[config.mk]
export PLATFORM = sky130hd
export DESIGN_NAME = ssf_top
export DESIGN_NICKNAME = d
export VERILOG_FILES = /design/src/verilog/ssf_top.v
export VERILOG_INCLUDE_DIRS = /design/src /design/src/verilog
export SDC_FILE = /design/constraint.sdc
export NUM_CORES = 1
export LEC_CHECK = 0
export BUFFER_PORTS_ARGS = -buffer_cell sky130_fd_sc_hd__clkbuf_2
export CAP_MARGIN = 15
export CORE_ASPECT_RATIO = 0.7
export CORE_MARGIN = 4
export CORE_UTILIZATION = 50
export DETAILED_ROUTE_END_ITERATION = 6
export GPL_TIMING_DRIVEN = 1
export PLACE_DENSITY = 0.68
export SLEW_MARGIN = 20
export SYNTH_ARGS = -nofsm -noshare
export SYNTH_HDL_FRONTEND = slang
export SYNTH_SLANG_ARGS = --single-unit
[constraint.sdc]
create_clock -name clock -period 6.8 [get_ports clock]
set_input_delay 0.34 -clock clock [delete_from_list [all_inputs] [get_ports clock]]
set_output_delay 0.34 -clock clock [all_outputs]
set_load 0.01 [all_outputs]
[src/verilog/ssf_consts.vh]
// Offsets, field positions, reset values and timing counts of the serial status flag block.
`ifndef SSF_CONSTS_VH
`define SSF_CONSTS_VH

// Register byte addresses on the Avalon-MM slave.
`define SSF_OFS_STATUS      4'h0
`define SSF_OFS_DATA        4'h4
`define SSF_OFS_CONTROL     4'h8

// Status register bit positions.
`define SSF_BIT_TX_EMPTY    7
`define SSF_BIT_TX_DONE     6
`define SSF_BIT_RX_FULL     5
`define SSF_BIT_IDLE        4
`define SSF_BIT_OVERRUN     3
`define SSF_BIT_NOISE       2
`define SSF_BIT_FRAMING     1
`define SSF_BIT_PARITY      0

// Control register bit positions.
`define SSF_CTL_BREAK       0
`define SSF_CTL_TX_ON       1
`define SSF_CTL_NINE        2
`define SSF_CTL_PAR_ON      3
`define SSF_CTL_PAR_ODD     4
`define SSF_CTL_IDLE_STOP   5
`define SSF_CTL_LONG_BRK    6

// Reset values.
`define SSF_RST_STATUS      8'hc0
`define SSF_RST_CONTROL     8'h00

// Frame lengths in bit times, start and stop included.
`define SSF_FRAME_SHORT     4'ha
`define SSF_FRAME_LONG      4'hb

// Oversampling: samples per bit and the sample windows.
`define SSF_OVS_LAST        4'hf
`define SSF_START_FIRST     4'h3
`define SSF_START_LAST      4'h9
`define SSF_BIT_FIRST       4'h7
`define SSF_BIT_LAST        4'h9
`define SSF_STOP_DONE       4'ha

// Clock and line rate; one oversample tick every SSF_OVS_DIV clocks.
`define SSF_CLOCK_HZ        10000000
`define SSF_BAUD_HZ         9600
`define SSF_OVS_PER_BIT     16
`define SSF_OVS_DIV         (`SSF_CLOCK_HZ / (`SSF_BAUD_HZ * `SSF_OVS_PER_BIT))

`endif

[src/verilog/ssf_top.v]
// Serial status flags with a compact transmitter, receiver and Avalon-MM register slave.
`timescale 1ns/1ps
`default_nettype none
`include "ssf_consts.vh"
// Function
// - Eight read-only flags; writes ignored, sequences clear.
// - Transmit empty sets on reset and buffer move.
// - Status read then data write clears empty.
// - Complete sets on reset and when transmitter quiet.
// - Read then data, preamble or break clears complete.
// - Receive full sets when character enters register.
// - Status read then data read clears full.
// - Idle sets after one high character time.
// - Select zero: count starts after start bit.
// - Status read then data read clears idle.
// - Idle rearms only after new received character.
// - Overrun sets on unread data; new character dropped.
// - Status read then data read clears overrun.
// - Disagreeing samples set noise with receive full.
// - Status read then data read clears noise.
// - Zero stop bit sets framing with full.
// - Status read then data read clears framing.
// - Parity mismatch sets parity error with full.
// - Status read then data read clears parity.
// - Parity type zero even, one odd.
// - Long break detect blocks framing and full.
module ssf_top (
	input  wire        clock,
	input  wire        rst_n,
	input  wire [3:0]  avs_address,
	input  wire        avs_read,
	input  wire        avs_write,
	input  wire [31:0] avs_writedata,
	input  wire [3:0]  avs_byteenable,
	output reg  [31:0] avs_readdata,
	output reg         avs_waitrequest,
	input  wire        rx_pin,
	output reg         tx_pin
);

	localparam [3:0] RX_IDLE  = 4'h1;
	localparam [3:0] RX_START = 4'h2;
	localparam [3:0] RX_DATA  = 4'h4;
	localparam [3:0] RX_STOP  = 4'h8;
	localparam integer OVS_DIV = `SSF_OVS_DIV;
	localparam [6:0] OVS_LAST = OVS_DIV[6:0] - 7'h01;

	// Majority of three samples given as a count of ones.
	function maj_of;
		input [2:0] ones;
		maj_of = (ones >= 3'h2);
	endfunction

	// True when the samples of a bit do not all agree.
	function mixed_of;
		input [2:0] ones;
		input [2:0] total;
		mixed_of = (ones != 3'h0) && (ones != total);
	endfunction

	reg        rst_s1;
	reg        rst_s2;
	wire       rst_ok_n = rst_s2;
	reg        rx_s1;
	reg        rx_s2;
	reg        rx_s3;
	reg        rx_line;
	reg  [7:0] status;
	reg  [7:0] control;
	reg  [7:0] armed;
	reg  [8:0] rx_data;
	reg  [6:0] div_cnt;
	reg        tick;
	reg  [3:0] rx_state;
	reg  [3:0] rx_phase;
	reg  [3:0] rx_bitn;
	reg  [2:0] rx_ones;
	reg        rx_noise;
	reg  [8:0] rx_shift;
	reg  [3:0] idle_phase;
	reg  [3:0] idle_bits;
	reg        idle_ready;
	reg  [8:0] tx_buf;
	reg        tx_buf_valid;
	reg  [10:0] tx_shift;
	reg  [3:0] tx_left;
	reg  [3:0] tx_phase;
	reg        tx_busy;
	reg        pre_pend;
	reg        brk_pend;
	reg        char_done;
	reg        char_noise;
	reg        char_frame;
	reg  [8:0] char_data;
	reg  [7:0] next_status;
	reg  [7:0] clr_mask;
	reg  [7:0] set_mask;

	wire       acc_req     = avs_read | avs_write;
	wire       acc_go      = acc_req & ~avs_waitrequest;
	wire       hit_status  = (avs_address == `SSF_OFS_STATUS);
	wire       hit_data    = (avs_address == `SSF_OFS_DATA);
	wire       hit_control = (avs_address == `SSF_OFS_CONTROL);
	wire       rd_status   = acc_go & avs_read & hit_status;
	wire       rd_data     = acc_go & avs_read & hit_data;
	wire       wr_data     = acc_go & avs_write & hit_data & avs_byteenable[0];
	wire       wr_control  = acc_go & avs_write & hit_control & avs_byteenable[0];
	wire       nine        = control[`SSF_CTL_NINE];
	wire [3:0] frame_len   = nine ? `SSF_FRAME_LONG : `SSF_FRAME_SHORT;
	wire       wr_pre      = wr_control & ~control[`SSF_CTL_TX_ON]
	                         & avs_writedata[`SSF_CTL_TX_ON];
	wire       wr_brk      = wr_control & avs_writedata[`SSF_CTL_BREAK];
	wire       tx_quiet    = ~tx_buf_valid & ~tx_busy & ~pre_pend & ~brk_pend
	                         & ~control[`SSF_CTL_BREAK];
	wire       tx_start    = ~tx_busy & control[`SSF_CTL_TX_ON]
	                         & (pre_pend | brk_pend | control[`SSF_CTL_BREAK] | tx_buf_valid);
	wire       use_data    = ~pre_pend & ~brk_pend & ~control[`SSF_CTL_BREAK];
	wire       par_bit9    = (^tx_buf[7:0]) ^ control[`SSF_CTL_PAR_ODD];
	wire       par_bit8    = (^tx_buf[6:0]) ^ control[`SSF_CTL_PAR_ODD];
	wire [10:0] data_frame = nine
	                         ? {1'b1, control[`SSF_CTL_PAR_ON] ? par_bit9 : tx_buf[8],
	                            tx_buf[7:0], 1'b0}
	                         : {2'b11, control[`SSF_CTL_PAR_ON] ? par_bit8 : tx_buf[7],
	                            tx_buf[6:0], 1'b0};
	wire       par_bad     = control[`SSF_CTL_PAR_ON]
	                         & ((nine ? ^char_data[8:0] : ^char_data[7:0])
	                            != control[`SSF_CTL_PAR_ODD]);
	wire       idle_count  = rx_line & ~(control[`SSF_CTL_IDLE_STOP] & (rx_state != RX_IDLE));

	// Reset release through two flip-flops.
	always @(posedge clock or negedge rst_n) begin
		if (!rst_n) begin
			rst_s1 <= 1'b0;
			rst_s2 <= 1'b0;
		end else begin
			rst_s1 <= 1'b1;
			rst_s2 <= rst_s1;
		end
	end

	// Receive pin passes three flip-flops; the line moves when the last two agree.
	always @(posedge clock or negedge rst_ok_n) begin
		if (!rst_ok_n) begin
			rx_s1   <= 1'b1;
			rx_s2   <= 1'b1;
			rx_s3   <= 1'b1;
			rx_line <= 1'b1;
		end else begin
			rx_s1 <= rx_pin;
			rx_s2 <= rx_s1;
			rx_s3 <= rx_s2;
			if (rx_s2 == rx_s3) begin
				rx_line <= rx_s3;
			end
		end
	end

	// Oversample tick, sixteen per bit time.
	always @(posedge clock or negedge rst_ok_n) begin
		if (!rst_ok_n) begin
			div_cnt <= 7'h00;
			tick    <= 1'b0;
		end else begin
			tick    <= (div_cnt == OVS_LAST);
			div_cnt <= (div_cnt == OVS_LAST) ? 7'h00 : div_cnt + 7'h01;
		end
	end

	// Avalon slave: one wait cycle, read data loaded as waitrequest falls.
	always @(posedge clock or negedge rst_ok_n) begin
		if (!rst_ok_n) begin
			avs_waitrequest <= 1'b1;
			avs_readdata    <= 32'h00000000;
		end else begin
			avs_waitrequest <= ~(acc_req & avs_waitrequest);
			if (avs_read & avs_waitrequest) begin
				case (avs_address)
					`SSF_OFS_STATUS:  avs_readdata <= {24'h000000, status};
					`SSF_OFS_DATA:    avs_readdata <= {23'h000000, rx_data};
					`SSF_OFS_CONTROL: avs_readdata <= {24'h000000, control};
					default:          avs_readdata <= 32'h00000000;
				endcase
			end
		end
	end

	// Control register; a status read records which flags software saw set.
	always @(posedge clock or negedge rst_ok_n) begin
		if (!rst_ok_n) begin
			control <= `SSF_RST_CONTROL;
			armed   <= 8'h00;
		end else begin
			if (wr_control) begin
				control <= {1'b0, avs_writedata[6:0]};
			end
			armed <= rd_status ? avs_readdata[7:0] : (armed & ~clr_mask);
		end
	end

	// Receiver: seven start samples, three per data and stop bit.
	always @(posedge clock or negedge rst_ok_n) begin
		if (!rst_ok_n) begin
			rx_state   <= RX_IDLE;
			rx_phase   <= 4'h0;
			rx_bitn    <= 4'h0;
			rx_ones    <= 3'h0;
			rx_noise   <= 1'b0;
			rx_shift   <= 9'h000;
			char_done  <= 1'b0;
			char_noise <= 1'b0;
			char_frame <= 1'b0;
			char_data  <= 9'h000;
		end else begin
			char_done <= 1'b0;
			if (tick) begin
				rx_phase <= rx_phase + 4'h1;
				case (rx_state)
					RX_IDLE: begin
						rx_phase <= 4'h1;
						rx_ones  <= 3'h0;
						rx_noise <= 1'b0;
						if (!rx_line) begin
							rx_state <= RX_START;
						end
					end
					RX_START: begin
						if (rx_phase >= `SSF_START_FIRST && rx_phase <= `SSF_START_LAST) begin
							rx_ones <= rx_ones + {2'b00, rx_line};
						end
						if (rx_phase == `SSF_OVS_LAST) begin
							rx_ones  <= 3'h0;
							rx_bitn  <= 4'h0;
							rx_noise <= mixed_of(rx_ones, 3'h7);
							rx_state <= (rx_ones >= 3'h4) ? RX_IDLE : RX_DATA;
						end
					end
					RX_DATA: begin
						if (rx_phase >= `SSF_BIT_FIRST && rx_phase <= `SSF_BIT_LAST) begin
							rx_ones <= rx_ones + {2'b00, rx_line};
						end
						if (rx_phase == `SSF_OVS_LAST) begin
							rx_ones  <= 3'h0;
							rx_shift <= {maj_of(rx_ones), rx_shift[8:1]};
							rx_noise <= rx_noise | mixed_of(rx_ones, 3'h3);
							rx_bitn  <= rx_bitn + 4'h1;
							if (rx_bitn == (nine ? 4'h8 : 4'h7)) begin
								rx_state <= RX_STOP;
							end
						end
					end
					RX_STOP: begin
						if (rx_phase >= `SSF_BIT_FIRST && rx_phase <= `SSF_BIT_LAST) begin
							rx_ones <= rx_ones + {2'b00, rx_line};
						end
						if (rx_phase == `SSF_STOP_DONE) begin
							char_done  <= 1'b1;
							char_noise <= rx_noise | mixed_of(rx_ones, 3'h3);
							char_frame <= ~maj_of(rx_ones);
							char_data  <= nine ? rx_shift : {1'b0, rx_shift[8:1]};
							rx_state   <= RX_IDLE;
						end
					end
					default: rx_state <= RX_IDLE;
				endcase
			end
		end
	end

	// Idle detector counts high bit times; stop-bit select clears it during frames.
	always @(posedge clock or negedge rst_ok_n) begin
		if (!rst_ok_n) begin
			idle_phase <= 4'h0;
			idle_bits  <= 4'h0;
		end else if (!idle_count) begin
			idle_phase <= 4'h0;
			idle_bits  <= 4'h0;
		end else if (tick) begin
			idle_phase <= idle_phase + 4'h1;
			if (idle_phase == `SSF_OVS_LAST && idle_bits != frame_len) begin
				idle_bits <= idle_bits + 4'h1;
			end
		end
	end

	// Transmitter: buffer, shifter, queued preamble and break characters.
	always @(posedge clock or negedge rst_ok_n) begin
		if (!rst_ok_n) begin
			tx_buf       <= 9'h000;
			tx_buf_valid <= 1'b0;
			tx_shift     <= 11'h7ff;
			tx_left      <= 4'h0;
			tx_phase     <= 4'h0;
			tx_busy      <= 1'b0;
			pre_pend     <= 1'b0;
			brk_pend     <= 1'b0;
			tx_pin       <= 1'b1;
		end else begin
			if (wr_data) begin
				tx_buf       <= {avs_byteenable[1] & avs_writedata[8], avs_writedata[7:0]};
				tx_buf_valid <= 1'b1;
			end else if (tx_start && use_data) begin
				tx_buf_valid <= 1'b0;
			end
			pre_pend <= wr_pre | (pre_pend & ~tx_start);
			brk_pend <= wr_brk | (brk_pend & ~(tx_start & ~pre_pend));
			if (tx_start) begin
				tx_busy  <= 1'b1;
				tx_phase <= 4'h0;
				tx_left  <= frame_len;
				if (pre_pend) begin
					tx_shift <= 11'h7ff;
				end else if (brk_pend || control[`SSF_CTL_BREAK]) begin
					tx_shift <= 11'h000;
				end else begin
					tx_shift <= data_frame;
				end
			end else if (tx_busy && tick) begin
				tx_phase <= tx_phase + 4'h1;
				if (tx_phase == `SSF_OVS_LAST) begin
					tx_shift <= {1'b1, tx_shift[10:1]};
					tx_left  <= tx_left - 4'h1;
					if (tx_left == 4'h1) begin
						tx_busy <= 1'b0;
					end
				end
			end
			tx_pin <= tx_busy ? tx_shift[0] : 1'b1;
		end
	end

	// Flag set and clear terms; a set in the clearing cycle wins.
	always @* begin
		set_mask = 8'h00;
		clr_mask = 8'h00;
		if (tx_start && use_data) begin
			set_mask[`SSF_BIT_TX_EMPTY] = 1'b1;
		end
		if (tx_quiet && !wr_data && !wr_pre && !wr_brk) begin
			set_mask[`SSF_BIT_TX_DONE] = 1'b1;
		end
		if (char_done) begin
			if (status[`SSF_BIT_RX_FULL]) begin
				set_mask[`SSF_BIT_OVERRUN] = 1'b1;
			end else if (!control[`SSF_CTL_LONG_BRK]) begin
				set_mask[`SSF_BIT_RX_FULL] = 1'b1;
				set_mask[`SSF_BIT_NOISE]   = char_noise;
				set_mask[`SSF_BIT_FRAMING] = char_frame;
				set_mask[`SSF_BIT_PARITY]  = par_bad;
			end
		end
		if (idle_ready && tick && idle_count && idle_phase == `SSF_OVS_LAST
		    && idle_bits == frame_len - 4'h1) begin
			set_mask[`SSF_BIT_IDLE] = 1'b1;
		end
		if (wr_data) begin
			clr_mask[`SSF_BIT_TX_EMPTY] = armed[`SSF_BIT_TX_EMPTY];
		end
		if (wr_data || wr_pre || wr_brk) begin
			clr_mask[`SSF_BIT_TX_DONE] = armed[`SSF_BIT_TX_DONE];
		end
		if (rd_data) begin
			clr_mask[5:0] = armed[5:0];
		end
		next_status = set_mask | (status & ~clr_mask);
	end

	// Status register; bus writes never reach it.
	always @(posedge clock or negedge rst_ok_n) begin
		if (!rst_ok_n) begin
			status     <= `SSF_RST_STATUS;
			rx_data    <= 9'h000;
			idle_ready <= 1'b0;
		end else begin
			status <= next_status;
			if (set_mask[`SSF_BIT_RX_FULL]) begin
				rx_data    <= char_data;
				idle_ready <= 1'b1;
			end else if (set_mask[`SSF_BIT_IDLE]) begin
				idle_ready <= 1'b0;
			end
		end
	end

endmodule
`default_nettype wire

-- Word-level counts from Yosys, hierarchy flattened
Cells that the tools add are included.
- $lt $le $gt $ge: 5
- muxes and demuxes: 69
- reduce and logical (&&, ||, !) cells: 43
- bitwise gates (word level): 54
- add/subtract/negate cells: 9
- eq/ne operators: 28
- operators with widths (kind ; number):
    4-bit two-way mux ; 20
    11-bit two-way mux ; 5
    1-bit AND ; 29
    1-bit two-way mux ; 27
    9-bit one-hot mux with 3 select lines ; 1
    4-bit == test (second input constant) ; 6
    3-bit two-way mux ; 7
    4-bit by 1-bit adder with 4-bit output (second input constant) ; 5
    8-bit AND ; 2
    4-bit one-hot mux with 4 select lines ; 1
    8-bit parity ; 2
    1-bit logical AND ; 14
    2-bit != test (second input constant) ; 6
    1-bit inverter ; 12
    3-bit one-hot mux with 4 select lines ; 1
    3-bit AND reduction ; 4
    2-bit nonzero test ; 6
    10-bit two-way mux ; 1
    9-bit two-way mux ; 1
    9-bit parity ; 1
    4-bit by 1-bit == test with 1-bit output (second input constant) ; 2
    4-bit by 3-bit == test with 1-bit output (second input constant) ; 2
    4-bit == test ; 2
    8-bit two-way mux ; 1
    34 further kinds ; 50
- register bits after elaboration: 158
- bits of input ports: 45

-- Depth between registers and ports, before layout
- word-level depth: 13
- mapped depth: 9
- depth with buffers taken out: 8

-- Worst setup path after synthesis
OpenSTA, ideal clock, no wires.
- path type: register to register
- start: register rx_state[0]
- end: register rx_state[1]
- arrival: 1737 ps
- stages on the path, launching flop included: 8
- slack: 4938 ps
- library setup time: 125 ps
- path through: dfstp_2 -> buf_4 -> nor4b_4 -> a22o_1 -> a31oi_1 -> and3_1 -> buf_6 -> mux2_4
- longest elaborated chain between the ends: 3
- elaborated cells on any way between the ends: 11
- classes of those cells: 9 x eq/ne; 1 x mux; 1 x reduce/logical
- RTL lines (item ; RTL line ; source):
    start: declaration ; ssf_top.v:74 ; reg [3:0] rx_state;
    start signal: assignment ; ssf_top.v:234 ; rx_state <= (rx_ones >= 3'h4) ? RX_IDLE : RX_DATA;
    4-bit == test (tied with other cells) ; ssf_top.v:217 ; case (rx_state)
    2-bit != test (no source line) ; n/a ;
    6-bit AND reduction (no source line) ; n/a ;
Several ways; a longest one is shown, not always the timed one.
A chain may end at the register's enable or synchronous reset.

-- Final worst setup path
- start: input port avs_address[2]
- end: register tx_buf[4]
- longest elaborated chain between the ends: 3
- RTL lines (item ; RTL line ; source):
    start: declaration ; ssf_top.v:30 ; input wire [3:0] avs_address,
    4-bit by 3-bit == test with 1-bit output ; n/a ;
    1-bit AND (2 in series) ; ssf_top.v:106 ; wire wr_data = acc_go & avs_write & hit_data & avs_byteenable[0];
    end signal: assignment ; ssf_top.v:299 ; tx_buf <= {avs_byteenable[1] & avs_writedata[8], avs_writedata[7:0]};
    end: declaration ; ssf_top.v:83 ; reg [8:0] tx_buf;
Every way passes these cells.

==> impl_results.md <==
- Grt total ovfl: 0
- Crit path max fanout: 13
- Die width: 146 um
- Fmax: 0.412 GHz
- Power Dens Cells: 254 nW/um^2
- Fin crit period: approximately 2.4 ns
- Synthesized flop and latch total: 135
- Post-route antenna net violation count: 0
- Worst r2r path cells: 6
- Post-CTS Setup Inserts: 0
- Vias in the first global route: 4,637
- TritonCTS clock tree: built
- Total negative slack: 0 ns
- Pin count of the biggest net entering global routing: between 60 and 70
- N_diodes: 0
- Fin crit share: 35.7%
- Max Cap Violations: 0
- Filler cell count: 1,067
- Dpl cells: about 790
- Cell Area, Synth: 6660 um^2
- Gr usage total: 18.5%
- Fin Clk Skew: 0.00991 ns
- H-tree depth: 4
- Total Nets Final: 711
- Synth Instances: ~620
- RR Startpoint: rx_state[1]
- Min-Delay Path Depth: 2
- Crit Path Category: in2reg
- Drt total wl: 13,800 um
- CTS buffer count: 17
- Most common cell after layout, fill and taps aside: dfrtp_1
- Share of layout cells above drive strength 1: 20.2%
- Status: complete, no violations
- Routed vias/inst: roughly 5.6
- Layout area overhead: 11.3%
- R2R Path End: idle_ready
- Hold Crit Start: avs_read
- # port buffers: 30
- Post-DR wirelength/cell: 16.7 um
- Most frequent cells in the layout: dfrtp_1 (114), nand2_1 (59), nor2_1 (56)
- Vias: between 4,000 and 5,000
- Static leakage: 0.00333 uW
- Post-route DRC: 0
- Antenna violations before repair: 0
- Area occupied by multi-input gates: 2970 um^2
- Mapped Avg Cell Area: 10.7 um^2
- Worst skew pair latency: 0.41 ns
- CP required: ~7 ns
- First-pass GRT wire length: 23,100 um
- CTS sink count: 135
- Register area share after synthesis: 51.1%
- Final hold viol count: 0
- Hold Path End: avs_waitrequest
- Most common flop cell mapped by yosys: dfrtp_1
- R2R Setup Slk: 4.42 ns
- # rows: 34
- Post-Layout Cell Count: 827
- Die area: 15,300 um^2
- Crit path arrival time: 2.72 ns
- Root buffer cell: clkbuf_16
- Post-synth EDFFs: 0
- Reg clk slew, reported paths: 0.06 ns
- GPL Wtd Cong: 0.836
- Worst vdd ir: 0.000180 V
- RSZ-0062 raised after global routing: no
- Starting density of the core: 52.4%
- Sequential cell area: 3410 um^2
- Post-Route Utilization: 58.3%
- CP Launch Type: primary input
- Synthesis Warnings: 0
- Ys async rst share: 100%
- Final HPWL from detailed placement: 9440 um
- CP Capture Type: flip-flop
- 1st-iter DRT viols: 300
- Distinct cells, synth: 60
- First-pass iteration count of the detailed router: 5
- Final setup violation count: 0
- Slew Viols, Final: 0
- Die extent in y: 105 um
- Rel. slew slack: 25.7%
- Core area: 12,700 um^2
- Tightest Pin Transition: 1.11 ns
- Hold crit path type: in2reg
- I/O pins: 79
- CTS max path bufs: 2
==> critical path, cell delays in order <==
cell	delay [ns]
clkbuf_2	0.25
nor2b_1	0.67
nand2_1	0.21
nor3_2	0.82
mux2_2	0.41
==> registers in the layout, summed over array words and instances, names as in the netlist, 3 cells and up <==
name	flops
armed	8
avs_readdata	9
char_data	9
control	7
div_cnt	7
idle_bits	4
idle_phase	4
rx_bitn	4
rx_data	9
rx_ones	3
rx_phase	4
rx_shift	9
rx_state	4
status	8
tx_buf	9
tx_left	4
tx_phase	4
tx_shift	11
==> kinds of logic after synthesis <==
group | after synthesis | share of synthesized area [%]
flops | 135 | 51.1
other cells | 2 | 0.113
simple gates | 184 | 13.8
compound gates | 133 | 13.0
buf+inv | 65 | 5.65
fa+ha+maj | 15 | 2.78
xor+xnor | 36 | 4.73
mux | 54 | 8.90
==> per-stage QoR <==
step	hold slack, ns	power, uW	setup slack, ns	area, um^2
after global routing	0.119	1960	4.16	7420
final	0.0973	1890	4.37	7420
after detailed placement	0.129	1000	3.99	6820
after floorplan	0.0444	970	2.80	6750
after CTS	0.0820	1900	4.41	7410
after global placement	0.125	994	4.04	6820
==> timing repair <==
item	in CTS	in global routing
gates resized for setup	0	0
hold buffers	2	0
endpoints found under the hold margin	3	0
==> worst max-delay path by stage <==
stage | endpoint | cells after the start | slack, ns | from
floorplan | armed[0] | 0 | 2.80 | rst_ok_n
global placement | tx_buf[2] | 5 | 4.04 | avs_address[3]
detailed placement | tx_buf[7] | 5 | 3.99 | avs_address[2]
CTS | idle_ready | 6 | 4.41 | rx_state[1]
global route | idle_ready | 6 | 4.16 | rx_state[1]
finish | tx_buf[4] | 5 | 4.37 | avs_address[2]
==> metal layers <==
layer / GRT usage (%) / routed length (um) / part of all wire [%] / up-vias
li1: - / - / - / 2202
met1: 26.2 / 6610 / 48 / 2296
met2: 28.9 / 6380 / 46 / 118
met3: 4.33 / 625 / 4.5 / 14
met4: 5.30 / 158 / 1.1 / 0
met5: 0 / 0 / 0 / -
==> cell type report <==
class	instances	share of cell area (%)
tap	162	2.73
timing repair buffer	36	2.70
sequential	135	45.9
clock buffer	19	5.97
clock inverter	13	1.82
inverter	16	0.810
multi-input combinational	446	40.0
==> report_power, final <==
part           internal [uW]  switching (uW)  total (uW)
combinational           54.0            73.5         127
sequential               828            37.1         865
clock                    524             372         895
total                   1410             482        1890
==> synth_stat cells, types with 3 or more instances <==
library cell,n,area (um^2)
dfrtp_1,115,2880
nand2_1,59,221
nor2_1,56,210
o21ai_0,39,195
a21oi_1,35,175
mux2_2,34,383
buf_4,26,195
xnor2_1,25,219
dfstp_2,20,526
a22o_1,19,166
mux2i_1,18,180
nand3_1,18,90.1
inv_1,15,56.3
ha_1,14,175
xor2_1,11,96.3
buf_2,10,50.1
o31ai_1,9,67.6
a21o_1,8,60.1
and3_1,8,50.1
clkbuf_1,7,26.3
nor3_1,6,30.0
nor4_1,6,37.5
nand2b_1,5,31.3
nor2b_1,4,25.0
a32o_1,3,30.0
buf_1,3,11.3
buf_6,3,33.8
nand4_1,3,18.8
Power figures use the tool's default switching activity.
